[src/common/smrc_params.svh]
// constants and rule summary for the supply monitor reset combiner
//
// Summary of operation
// - Power-on monitors on core and io rails always active, reset held through power-up.
// - After power-up, brown-out watches io rail unless the configuration bit disables it, core rail only with regulator on.
// - Any monitored rail below its trip point pulls the reset pin low.
// - With regulator on, core over-voltage also pulls the reset pin low.
// - After a fault clears, the pin stays low for a release delay.
// - One configuration bit disables brown-out on both rails.
// - Strap low uses internal regulator, high external; monitors follow the strap.
// - Reset logic takes watchdog reset and combined power monitor reset.
// - Watchdog not serviced within its window requests a processor reset.
`ifndef SMRC_PARAMS_SVH
`define SMRC_PARAMS_SVH

//----------------------------------------
// timing
//----------------------------------------
`define SMRC_CLK_PERIOD_NS   10
`define SMRC_RELEASE_US      800
`define SMRC_RELEASE_CYCLES  ((`SMRC_RELEASE_US * 1000) / `SMRC_CLK_PERIOD_NS)
`define SMRC_WDOG_TIMEOUT    65536
`define SMRC_WDOG_RST_CYCLES 512
`define SMRC_CNT_W           20

`endif

[src/common/smrc_pkg.sv]
// types for the supply monitor reset combiner
package smrc_pkg;
	typedef enum logic [1:0] {
		SMRC_POWERUP = 2'b00,
		SMRC_RUN     = 2'b01,
		SMRC_FAULT   = 2'b11,
		SMRC_RELEASE = 2'b10
	} smrc_state_e;
	typedef logic [19:0] smrc_cnt_t;
endpackage

[src/rtl/smrc_sync3.sv]
// three-stage synchroniser with agreement qualifier
module smrc_sync3 #(
	parameter logic RST_VAL = 1'b0
) (
	// clock and reset
	input  wire logic i_core_clk,
	input  wire logic i_rst,
	// data
	input  wire logic i_async,
	output logic      o_sync
);
	logic s1_ff;
	logic s2_ff;
	logic s3_ff;
	logic out_ff;
	wire  agree = (s2_ff == s3_ff);

	always_ff @(posedge i_core_clk or posedge i_rst) begin
		if (i_rst) begin
			s1_ff  <= RST_VAL;
			s2_ff  <= RST_VAL;
			s3_ff  <= RST_VAL;
			out_ff <= RST_VAL;
		end else begin
			s1_ff <= i_async;
			s2_ff <= s1_ff;
			s3_ff <= s2_ff;
			if (agree)
				out_ff <= s3_ff;
		end
	end
	assign o_sync = out_ff;
endmodule

[src/rtl/smrc_top.sv]
// supply monitor reset combiner top
`include "smrc_params.svh"
module smrc_top
	import smrc_pkg::*;
#(
	parameter int RELEASE_CYCLES = `SMRC_RELEASE_CYCLES,
	parameter int WDOG_TIMEOUT   = `SMRC_WDOG_TIMEOUT
) (
	// clock and reset
	input  wire logic i_core_clk,
	input  wire logic i_rst,
	// analog comparators, high when rail is below trip point or above ov trip
	input  wire logic i_core_por_low,
	input  wire logic i_io_por_low,
	input  wire logic i_core_bor_low,
	input  wire logic i_io_bor_low,
	input  wire logic i_core_ov_high,
	// strap and configuration
	input  wire logic i_regulator_disable_strap,
	input  wire logic i_brownout_config,
	// watchdog
	input  wire logic i_wdog_enable,
	input  wire logic i_wdog_service,
	// reset pin, open drain
	input  wire logic i_reset_pin_n,
	output logic      o_reset_pin_n_out,
	output logic      o_reset_pin_n_oe,
	// status and resets
	output logic      o_core_regulator_en,
	output logic      o_watchdog_reset,
	output logic      o_power_monitor_reset,
	output logic      o_device_reset
);
	//----------------------------------------
	// input synchronisation
	//----------------------------------------
	logic core_por_s, io_por_s, core_bor_s, io_bor_s, core_ov_s, pin_n_s, strap_s;
	smrc_sync3 #(.RST_VAL(1'b1)) u_s0 (.i_core_clk(i_core_clk), .i_rst(i_rst),
		.i_async(i_core_por_low), .o_sync(core_por_s));
	smrc_sync3 #(.RST_VAL(1'b1)) u_s1 (.i_core_clk(i_core_clk), .i_rst(i_rst),
		.i_async(i_io_por_low), .o_sync(io_por_s));
	smrc_sync3 #(.RST_VAL(1'b1)) u_s2 (.i_core_clk(i_core_clk), .i_rst(i_rst),
		.i_async(i_core_bor_low), .o_sync(core_bor_s));
	smrc_sync3 #(.RST_VAL(1'b1)) u_s3 (.i_core_clk(i_core_clk), .i_rst(i_rst),
		.i_async(i_io_bor_low), .o_sync(io_bor_s));
	smrc_sync3 #(.RST_VAL(1'b0)) u_s4 (.i_core_clk(i_core_clk), .i_rst(i_rst),
		.i_async(i_core_ov_high), .o_sync(core_ov_s));
	smrc_sync3 #(.RST_VAL(1'b0)) u_s5 (.i_core_clk(i_core_clk), .i_rst(i_rst),
		.i_async(i_reset_pin_n), .o_sync(pin_n_s));
	smrc_sync3 #(.RST_VAL(1'b0)) u_s6 (.i_core_clk(i_core_clk), .i_rst(i_rst),
		.i_async(i_regulator_disable_strap), .o_sync(strap_s));

	//----------------------------------------
	// strap capture
	//----------------------------------------
	// strap is sampled once after reset; a board strap must not toggle at run time
	logic strap_ff, strap_valid_ff;
	logic [2:0] strap_wait_ff;
	always_ff @(posedge i_core_clk or posedge i_rst) begin
		if (i_rst) begin
			strap_ff       <= 1'b0;
			strap_valid_ff <= 1'b0;
			strap_wait_ff  <= 3'h0;
		end else if (!strap_valid_ff) begin
			strap_wait_ff <= strap_wait_ff + 3'h1;
			if (strap_wait_ff == 3'h7) begin
				strap_ff       <= strap_s;
				strap_valid_ff <= 1'b1;
			end
		end
	end
	wire reg_en = strap_valid_ff && !strap_ff;

	//----------------------------------------
	// fault combine
	//----------------------------------------
	logic powered_ff; // set once initial power-up completes
	wire por_fault = core_por_s || io_por_s;
	wire bor_on    = powered_ff && !i_brownout_config;
	wire bor_fault = bor_on && (io_bor_s || (reg_en && core_bor_s));
	wire ov_fault  = reg_en && core_ov_s;
	wire fault     = por_fault || bor_fault || ov_fault || !strap_valid_ff;

	//----------------------------------------
	// release sequencer
	//----------------------------------------
	smrc_state_e state_ff, nxt_state;
	smrc_cnt_t   rel_cnt_ff;
	wire rel_done = (rel_cnt_ff == smrc_cnt_t'(RELEASE_CYCLES - 1));
	always_comb begin
		nxt_state = state_ff;
		unique case (state_ff)
			SMRC_POWERUP: if (!fault) nxt_state = SMRC_RELEASE;
			SMRC_RUN:     if (fault) nxt_state = SMRC_FAULT;
			SMRC_FAULT:   if (!fault) nxt_state = SMRC_RELEASE;
			SMRC_RELEASE: begin
				if (fault)
					nxt_state = SMRC_FAULT;
				else if (rel_done)
					nxt_state = SMRC_RUN;
			end
		endcase
	end
	always_ff @(posedge i_core_clk or posedge i_rst) begin
		if (i_rst) begin
			state_ff   <= SMRC_POWERUP;
			rel_cnt_ff <= '0;
			powered_ff <= 1'b0;
		end else begin
			state_ff   <= nxt_state;
			rel_cnt_ff <= (state_ff == SMRC_RELEASE && !fault) ? rel_cnt_ff + 1'b1 : '0;
			if (state_ff == SMRC_RELEASE && rel_done)
				powered_ff <= 1'b1;
		end
	end
	wire pm_reset = (nxt_state != SMRC_RUN);

	//----------------------------------------
	// processor watchdog
	//----------------------------------------
	smrc_cnt_t wd_cnt_ff;
	logic [9:0] wd_rst_ff;
	wire wd_expire = i_wdog_enable && (wd_cnt_ff == smrc_cnt_t'(WDOG_TIMEOUT - 1));
	always_ff @(posedge i_core_clk or posedge i_rst) begin
		if (i_rst) begin
			wd_cnt_ff <= '0;
			wd_rst_ff <= 10'h000;
		end else begin
			if (!i_wdog_enable || i_wdog_service || wd_expire || o_device_reset)
				wd_cnt_ff <= '0;
			else
				wd_cnt_ff <= wd_cnt_ff + 1'b1;
			if (wd_expire)
				wd_rst_ff <= 10'(`SMRC_WDOG_RST_CYCLES);
			else if (wd_rst_ff != 10'h000)
				wd_rst_ff <= wd_rst_ff - 10'h001;
		end
	end
	wire wd_reset = (wd_rst_ff != 10'h000) || wd_expire;

	//----------------------------------------
	// outputs
	//----------------------------------------
	always_ff @(posedge i_core_clk or posedge i_rst) begin
		if (i_rst) begin
			o_reset_pin_n_out     <= 1'b0;
			o_reset_pin_n_oe      <= 1'b1;
			o_core_regulator_en   <= 1'b0;
			o_watchdog_reset      <= 1'b0;
			o_power_monitor_reset <= 1'b1;
			o_device_reset        <= 1'b1;
		end else begin
			o_reset_pin_n_out     <= 1'b0;
			o_reset_pin_n_oe      <= pm_reset || wd_reset;
			o_core_regulator_en   <= reg_en;
			o_watchdog_reset      <= wd_reset;
			o_power_monitor_reset <= pm_reset;
			o_device_reset        <= wd_reset || pm_reset || !pin_n_s;
		end
	end

	//----------------------------------------
	// check helpers
	//----------------------------------------
	// how long the combined fault has been clear, saturating
	smrc_cnt_t  clr_run_ff;
	// how long the watchdog request has stood, saturating
	logic [9:0] wd_hi_cnt_ff;
	always_ff @(posedge i_core_clk or posedge i_rst) begin
		if (i_rst) begin
			clr_run_ff   <= '0;
			wd_hi_cnt_ff <= 10'h000;
		end else begin
			if (fault)
				clr_run_ff <= '0;
			else if (clr_run_ff != '1)
				clr_run_ff <= clr_run_ff + 1'b1;
			if (!o_watchdog_reset)
				wd_hi_cnt_ff <= 10'h000;
			else if (wd_hi_cnt_ff != 10'h3FF)
				wd_hi_cnt_ff <= wd_hi_cnt_ff + 10'h001;
		end
	end
endmodule

[config.mk]
export PLATFORM = sky130hd
export DESIGN_NAME = smrc_top
export DESIGN_NICKNAME = d
export VERILOG_FILES = /design/src/common/smrc_pkg.sv /design/src/rtl/smrc_sync3.sv /design/src/rtl/smrc_top.sv
export VERILOG_INCLUDE_DIRS = /design/src /design/src/common
export SDC_FILE = /design/constraint.sdc
export NUM_CORES = 1
export LEC_CHECK = 0
export ABC_AREA = 1
export CAP_MARGIN = 5
export CORE_MARGIN = 1.5
export CORE_UTILIZATION = 45
export DETAILED_ROUTE_END_ITERATION = 8
export DONT_BUFFER_PORTS = 1
export PLACE_DENSITY = 0.62
export SYNTH_ARGS = -nofsm -noshare
export SYNTH_HDL_FRONTEND = slang
export SYNTH_SLANG_ARGS = --single-unit
[constraint.sdc]
create_clock -name i_core_clk -period 5.5 [get_ports i_core_clk]
set_input_delay 0.55 -clock i_core_clk [delete_from_list [all_inputs] [get_ports i_core_clk]]
set_output_delay 0.55 -clock i_core_clk [all_outputs]
set_load 0.03 [all_outputs]
# Yosys cells after proc, flatten, opt, wreduce, memory -nomap -nowiden
# Cells that the tools add are included.
totals:
  ff_bits: 91
  latchBits: 0
  ram_bits: 0
  mem_bits_ro: 0
  input_bits: 12
  out_inout_bits: 6
  elab_cells: 101
  mem_count: 0
classes:
  addsub: 4
  multipliers: 0
  n_div: 0
  n_lt_le_gt_ge: 0
  eq_ne: 14
  shifts: 0
  n_mux: 11
  bitwise_logic: 1
  reduce_logical: 30
op_table:
  columns: ["op", "count"]
  rows:
  - ["$add 20x1->20 const B", 2]
  - ["$mux 20", 2]
  - ["$eq 20x16->1 const B", 1]
  - ["$eq 20x17->1 const B", 1]
  - ["$mux 10", 2]
  - ["$logic_or 1x1->1", 11]
  - ["$reduce_bool 10->1", 1]
  - ["$sub 10x1->10 const B", 1]
  - ["$logic_and 1x1->1", 8]
  - ["$mux 2", 4]
  - ["$eq 1x1->1", 7]
  - ["$logic_not 1->1", 6]
  - ["$pmux 2 s3", 1]
  - ["$eq 2x2->1 const B", 2]
  - ["$add 3x1->3 const B", 1]
  - ["$eq 3x3->1 const B", 1]
  - ["$eq 2x1->1 const B", 1]
  - ["$logic_not 2->1", 1]
  - ["$mux 1", 2]
  - ["$ne 2x1->1 const B", 1]
  - ["$reduce_and 2->1", 1]
  - ["$reduce_bool 2->1", 1]
  - ["$reduce_or 2->1", 1]
  - ["$not 1->1", 1]

# Logic depth before layout (Yosys ltp)
depth:
  depth_word: 13
  mapped_depth: 11
  ltp_nobuf: 11

# Hierarchy
# Synthesis repeated with hierarchy kept, for this count alone.
hier_totals:
  hier_cells: 452
  hier_area_um2: 4209.0
by_module_without_submodules:
  columns: ["module", "n_inst", "cells_each", "area_per_inst_um2", "seq_area_each_um2"]
  rows:
  - ["smrc_top", 1, 389, 3348.2, 1580.3]
  - ["smrc_sync3 at u_s0 ...", 4, 9, 125.1, 105.1]
  - ["smrc_sync3 at u_s4 ...", 3, 9, 120.1, 100.1]

# Worst setup path before layout
# OpenSTA, ideal clock, no wires.
synth_path:
  path_type: "register to register"
  start: "register wd_cnt_ff[0]"
  end: "register wd_cnt_ff[15]"
  setup_time_ns: 0.119
  t_arrival_ns: 1.489
  t_required_ns: 5.381
  path_slack_ns: 3.892
  path_stages_with_launch: 10
  path_buffers: 1
  period_less_slack_ns: 1.608
  cell_sequence: "dfrtp_1 > ha_1 > nand3_1 > nor2_2 > nand2_1 > nor3_4 > nand2_2 > nand2_4 > buf_6 > nor2_1"
synth_between:
  elab_chain_cells: 5
  word_cells_on_any_way: 6
  cone_classes: "add/sub: 1; eq/ne: 1; mux: 1; reduce/logical: 3"
synth_lines:
  columns: ["element", "line_no", "rtl"]
  rows:
  - ["start: declaration", "smrc_top.sv:121", "smrc_cnt_t wd_cnt_ff;"]
  - ["start signal: assignment", "smrc_top.sv:132", "wd_cnt_ff <= wd_cnt_ff + 1'b1;"]
  - ["branches (longest 4 deep; another with $add 20x1->20)", null, null]
  - ["$mux 20 *", "smrc_top.sv:129", "if (!i_wdog_enable || i_wdog_service || wd_expire || o_device_reset)"]
# Mark *: on every way between the ends.
# A chain may end at the register's enable or synchronous reset.

# Final worst setup path
layout_path:
  start: "register wd_cnt_ff[0]"
  end: "register wd_cnt_ff[18]"
# Same word-level chain as after synthesis.

==> results.yml <==
run_status:
  status: "complete, no violations"
cts:
  numCtsBuffers: 9
  cts_setup_buffers: 0
  clk_latency_ps: 370
  path_clk_slew_ps: 100
  cts-hold-fix-buffers: 0
  clock_sinks: 91
  tritoncts: "yes"
  clockBufferDepth: 2
  cts_resized: 0
  htreeDepth: 3
  clock-root-buffer: "clkbuf_8"
timing:
  finalCritPeriodShare: 0.328
  timing.final.ws_setup_ps: 3700
  hold_viol_final: 0
  fin_worst_skew_ps: 13.5
  slew_headroom: 0.504
  fmax_mhz: 555
  setup_tns_ps: 0
  drv_slew: 0
  worstMarginPinSlew_ps: 744
  fin_hold_ws_ps: 66.2
  finalCriticalPeriod_ps: 1800
  setup_viol_count_final: 0
  rsz0062_at_grt: "false"
setup_path:
  critical_path.cell_chain: "ha_1 > nand3_1 > nor2_2 > nand2_1 > nor3_4 > nand2_2 > nand2_4 > nor3_1"
  worstPathMaxFanout: 19
  r2r_end: "wd_cnt_ff[18]$_DFF_PP0_"
  critPathKind: "flop to flop"
  r2r_setup_slack_ps: 3700
  slowest_delay_ps: 390
  required_ps: 5740
  crit_path_start_kind: "flop"
  rr_worst_depth: 8
  r2r-start: "wd_cnt_ff[0]$_DFF_PP0_"
  path_buf_inv: 0
  cp_data_arrival_time_ps: 2050
  cp-end-kind: "flop"
  path_delay_family: "simple AND/OR/NAND/NOR gates"
  crit_slowest_cell: "dfrtp_1"
placed_design:
  dp_slack_ps: 3690
  gp_congestion: 0.800
  postPlaceCellArea_um2: 4130
  dp_cells: 539
  place.detailed.hpwl_um: 4730
  port_buffers: 0
route:
  first_pass_iters: 4
  wl_met3_um: 165
  route.detailed.drc: 0
  via_per_inst: 4.90
  vias: 2717
  wl_per_cell_um: 12.0
  routed.top_layer: "met4"
  first_iter_violations: 79
  route.met2.wl_um: 3100
  ant_nets: 0
  wl_met1_um: 3260
  wl_um: 6670
logic_synthesis:
  syn-num-nets: 453
  synth_area_um2: 4010
  synth_seq_cells: 91
  ys_seq_area_frac: 0.574
  yosys.area.top_type: "dfrtp_1"
  yosysUniqueCellTypes: 33
  syn_inst: 434
  synthArstFlopShare: 1.00
  postSynthAreaPerCell_um2: 9.24
  synth_top_area_frac: 0.449
  synth_ff_type: "dfrtp_1"
  synth_area_leaders: "dfrtp_1 45%, dfstp_2 12%, nand2_1 7.4%, nor2_1 6.2%, inv_1 5.7%"
  synth_edf_count: 0
  synth-warning-count: 0
job:
  drv_cap: 0
floorplan:
  chipHeight_um: 97.4
  boundaryPins: 18
  die_area_um2: 9490
  core_um2: 8680
  row_count: 34
  start_util: 0.462
  dieWidth_um: 97.4
layout:
  synthToLayoutAreaGrowth_pct: 7.39
  nets: 461
  final_layout_size_suffix_gt1_frac: 0.116
  n_antenna_cell: 0
  finalNonFillerCells: 555
  finalInstanceArea_um2: 4310
min_path:
  hp-class: "input pin to async pin"
global_route:
  grt_pass1_vias: 2597
  grt_pass1_wl_um: 11900
  grt_max_degree: 63
  antenna_found_initial: 0
  grt_usage: 0.155
  grt-ovfl-total: 0
power:
  powerDensity_nw_per_um2: 295
  vdd_drop_max_mv: 0.140
  cellLeakagePower_uw: 0.00201
-- power by group --
group	leakage, uW	internal (uW)	switching [uW]
registers	0.00113	703	21.0
clock network	0.0000938	172	253
logic	0.000777	36.7	87.3
total	0.00201	912	361
-- through the flow --
step | util | total power [uW]
6_report | 0.496 | 1270
5_1_grt | 0.496 | 1340
4_1_cts | 0.496 | 1290
3_5_place_dp | 0.475 | 865
3_3_place_gp | 0.475 | 859
2_1_floorplan | - | 830
-- cells by family (layout without fill, tap and decap cells) --
kind of cell,after synthesis,count (layout),share of synthesized area
xor gates and xnor gates,17,17,0.0371
buffers and inverters,68,81,0.0671
other,1,1,0.000935
adders and majority gates,14,14,0.0393
DFF,91,91,0.574
AOI/OAI and AO/OA,35,35,0.0483
and+or+nand+nor,208,208,0.234
-- final cells by class --
cell class / count / area (um^2)
Inverter: 64 / 241
Sequential cell: 91 / 2300
Tap cell: 108 / 135
Timing Repair Buffer: 1 / 7.51
Fill cell: 828 / 4370
Multi-Input combinational cell: 275 / 1440
Clock inverter: 7 / 57.6
Clock buffer: 9 / 124
-- worst register-to-register path, stage by stage, from the launching register on --
cell     delay (ps)
dfrtp_1         390
ha_1            200
nand3_1         120
nor2_2          110
nand2_1         130
nor3_4          230
nand2_2         180
nand2_4         240
nor3_1           90
-- routing by layer --
metal,track usage,up-vias
li1,-,1387
met1,0.216,1286
met2,0.235,31
met3,0.0302,13
met4,0.0692,0
met5,0,-
-- worst max path at each step --
stage                              from                            end  cells past startpoint
3_3_place_gp     wd_cnt_ff[0]$_DFF_PP0_        wd_cnt_ff[18]$_DFF_PP0_                      8
5_1_grt        wd_rst_ff[0]$_DFFE_PP0P_       wd_rst_ff[6]$_DFFE_PP0P_                      9
3_5_place_dp     wd_cnt_ff[0]$_DFF_PP0_        wd_cnt_ff[18]$_DFF_PP0_                      8
4_1_cts          wd_cnt_ff[0]$_DFF_PP0_        wd_cnt_ff[18]$_DFF_PP0_                      8
6_report         wd_cnt_ff[0]$_DFF_PP0_        wd_cnt_ff[18]$_DFF_PP0_                      8
2_1_floorplan                     i_rst  o_core_regulator_en$_DFF_PP0_                      1
-- registers in the layout, summed over array words and instances (netlist names), 2 cells and up --
signal / cells
rel_cnt_ff: 20
wd_cnt_ff: 20
wd_rst_ff: 10
strap_wait_ff: 3
state_ff: 2
-- cells in the final DEF (no fill, tap or decap), drive strengths merged --
cell      count
dfstp        19
buf           1
and2          2
nor2         69
xnor2         8
inv          67
a21oi        16
o211a         1
nor3b         4
xor2          9
nor3         22
a211oi        3
nand4         6
nand3        17
nor4          4
clkinvlp      1
ha            7
dfrtp        72
a31oi         1
nand2        83
maj3          7
clkinv        3
conb          1
o21a          2
or2           1
o21ai        12
clkbuf        9
-- Yosys cell counts (3+ instances only) --
| cell | number |
|---|---|
| nand2_1 | 79 |
| dfrtp_1 | 72 |
| nor2_1 | 66 |
| inv_1 | 61 |
| dfstp_2 | 19 |
| nor3_1 | 18 |
| nand3_1 | 17 |
| a21oi_1 | 16 |
| o21ai_0 | 12 |
| xor2_1 | 9 |
| xnor2_1 | 8 |
| ha_1 | 7 |
| maj3_1 | 7 |
| nand4_1 | 6 |
| nor3b_1 | 4 |
| nor4_1 | 4 |
| a211oi_1 | 3 |
| inv_2 | 3 |
| nand2_2 | 3 |
Power figures use the tool's default switching activity.
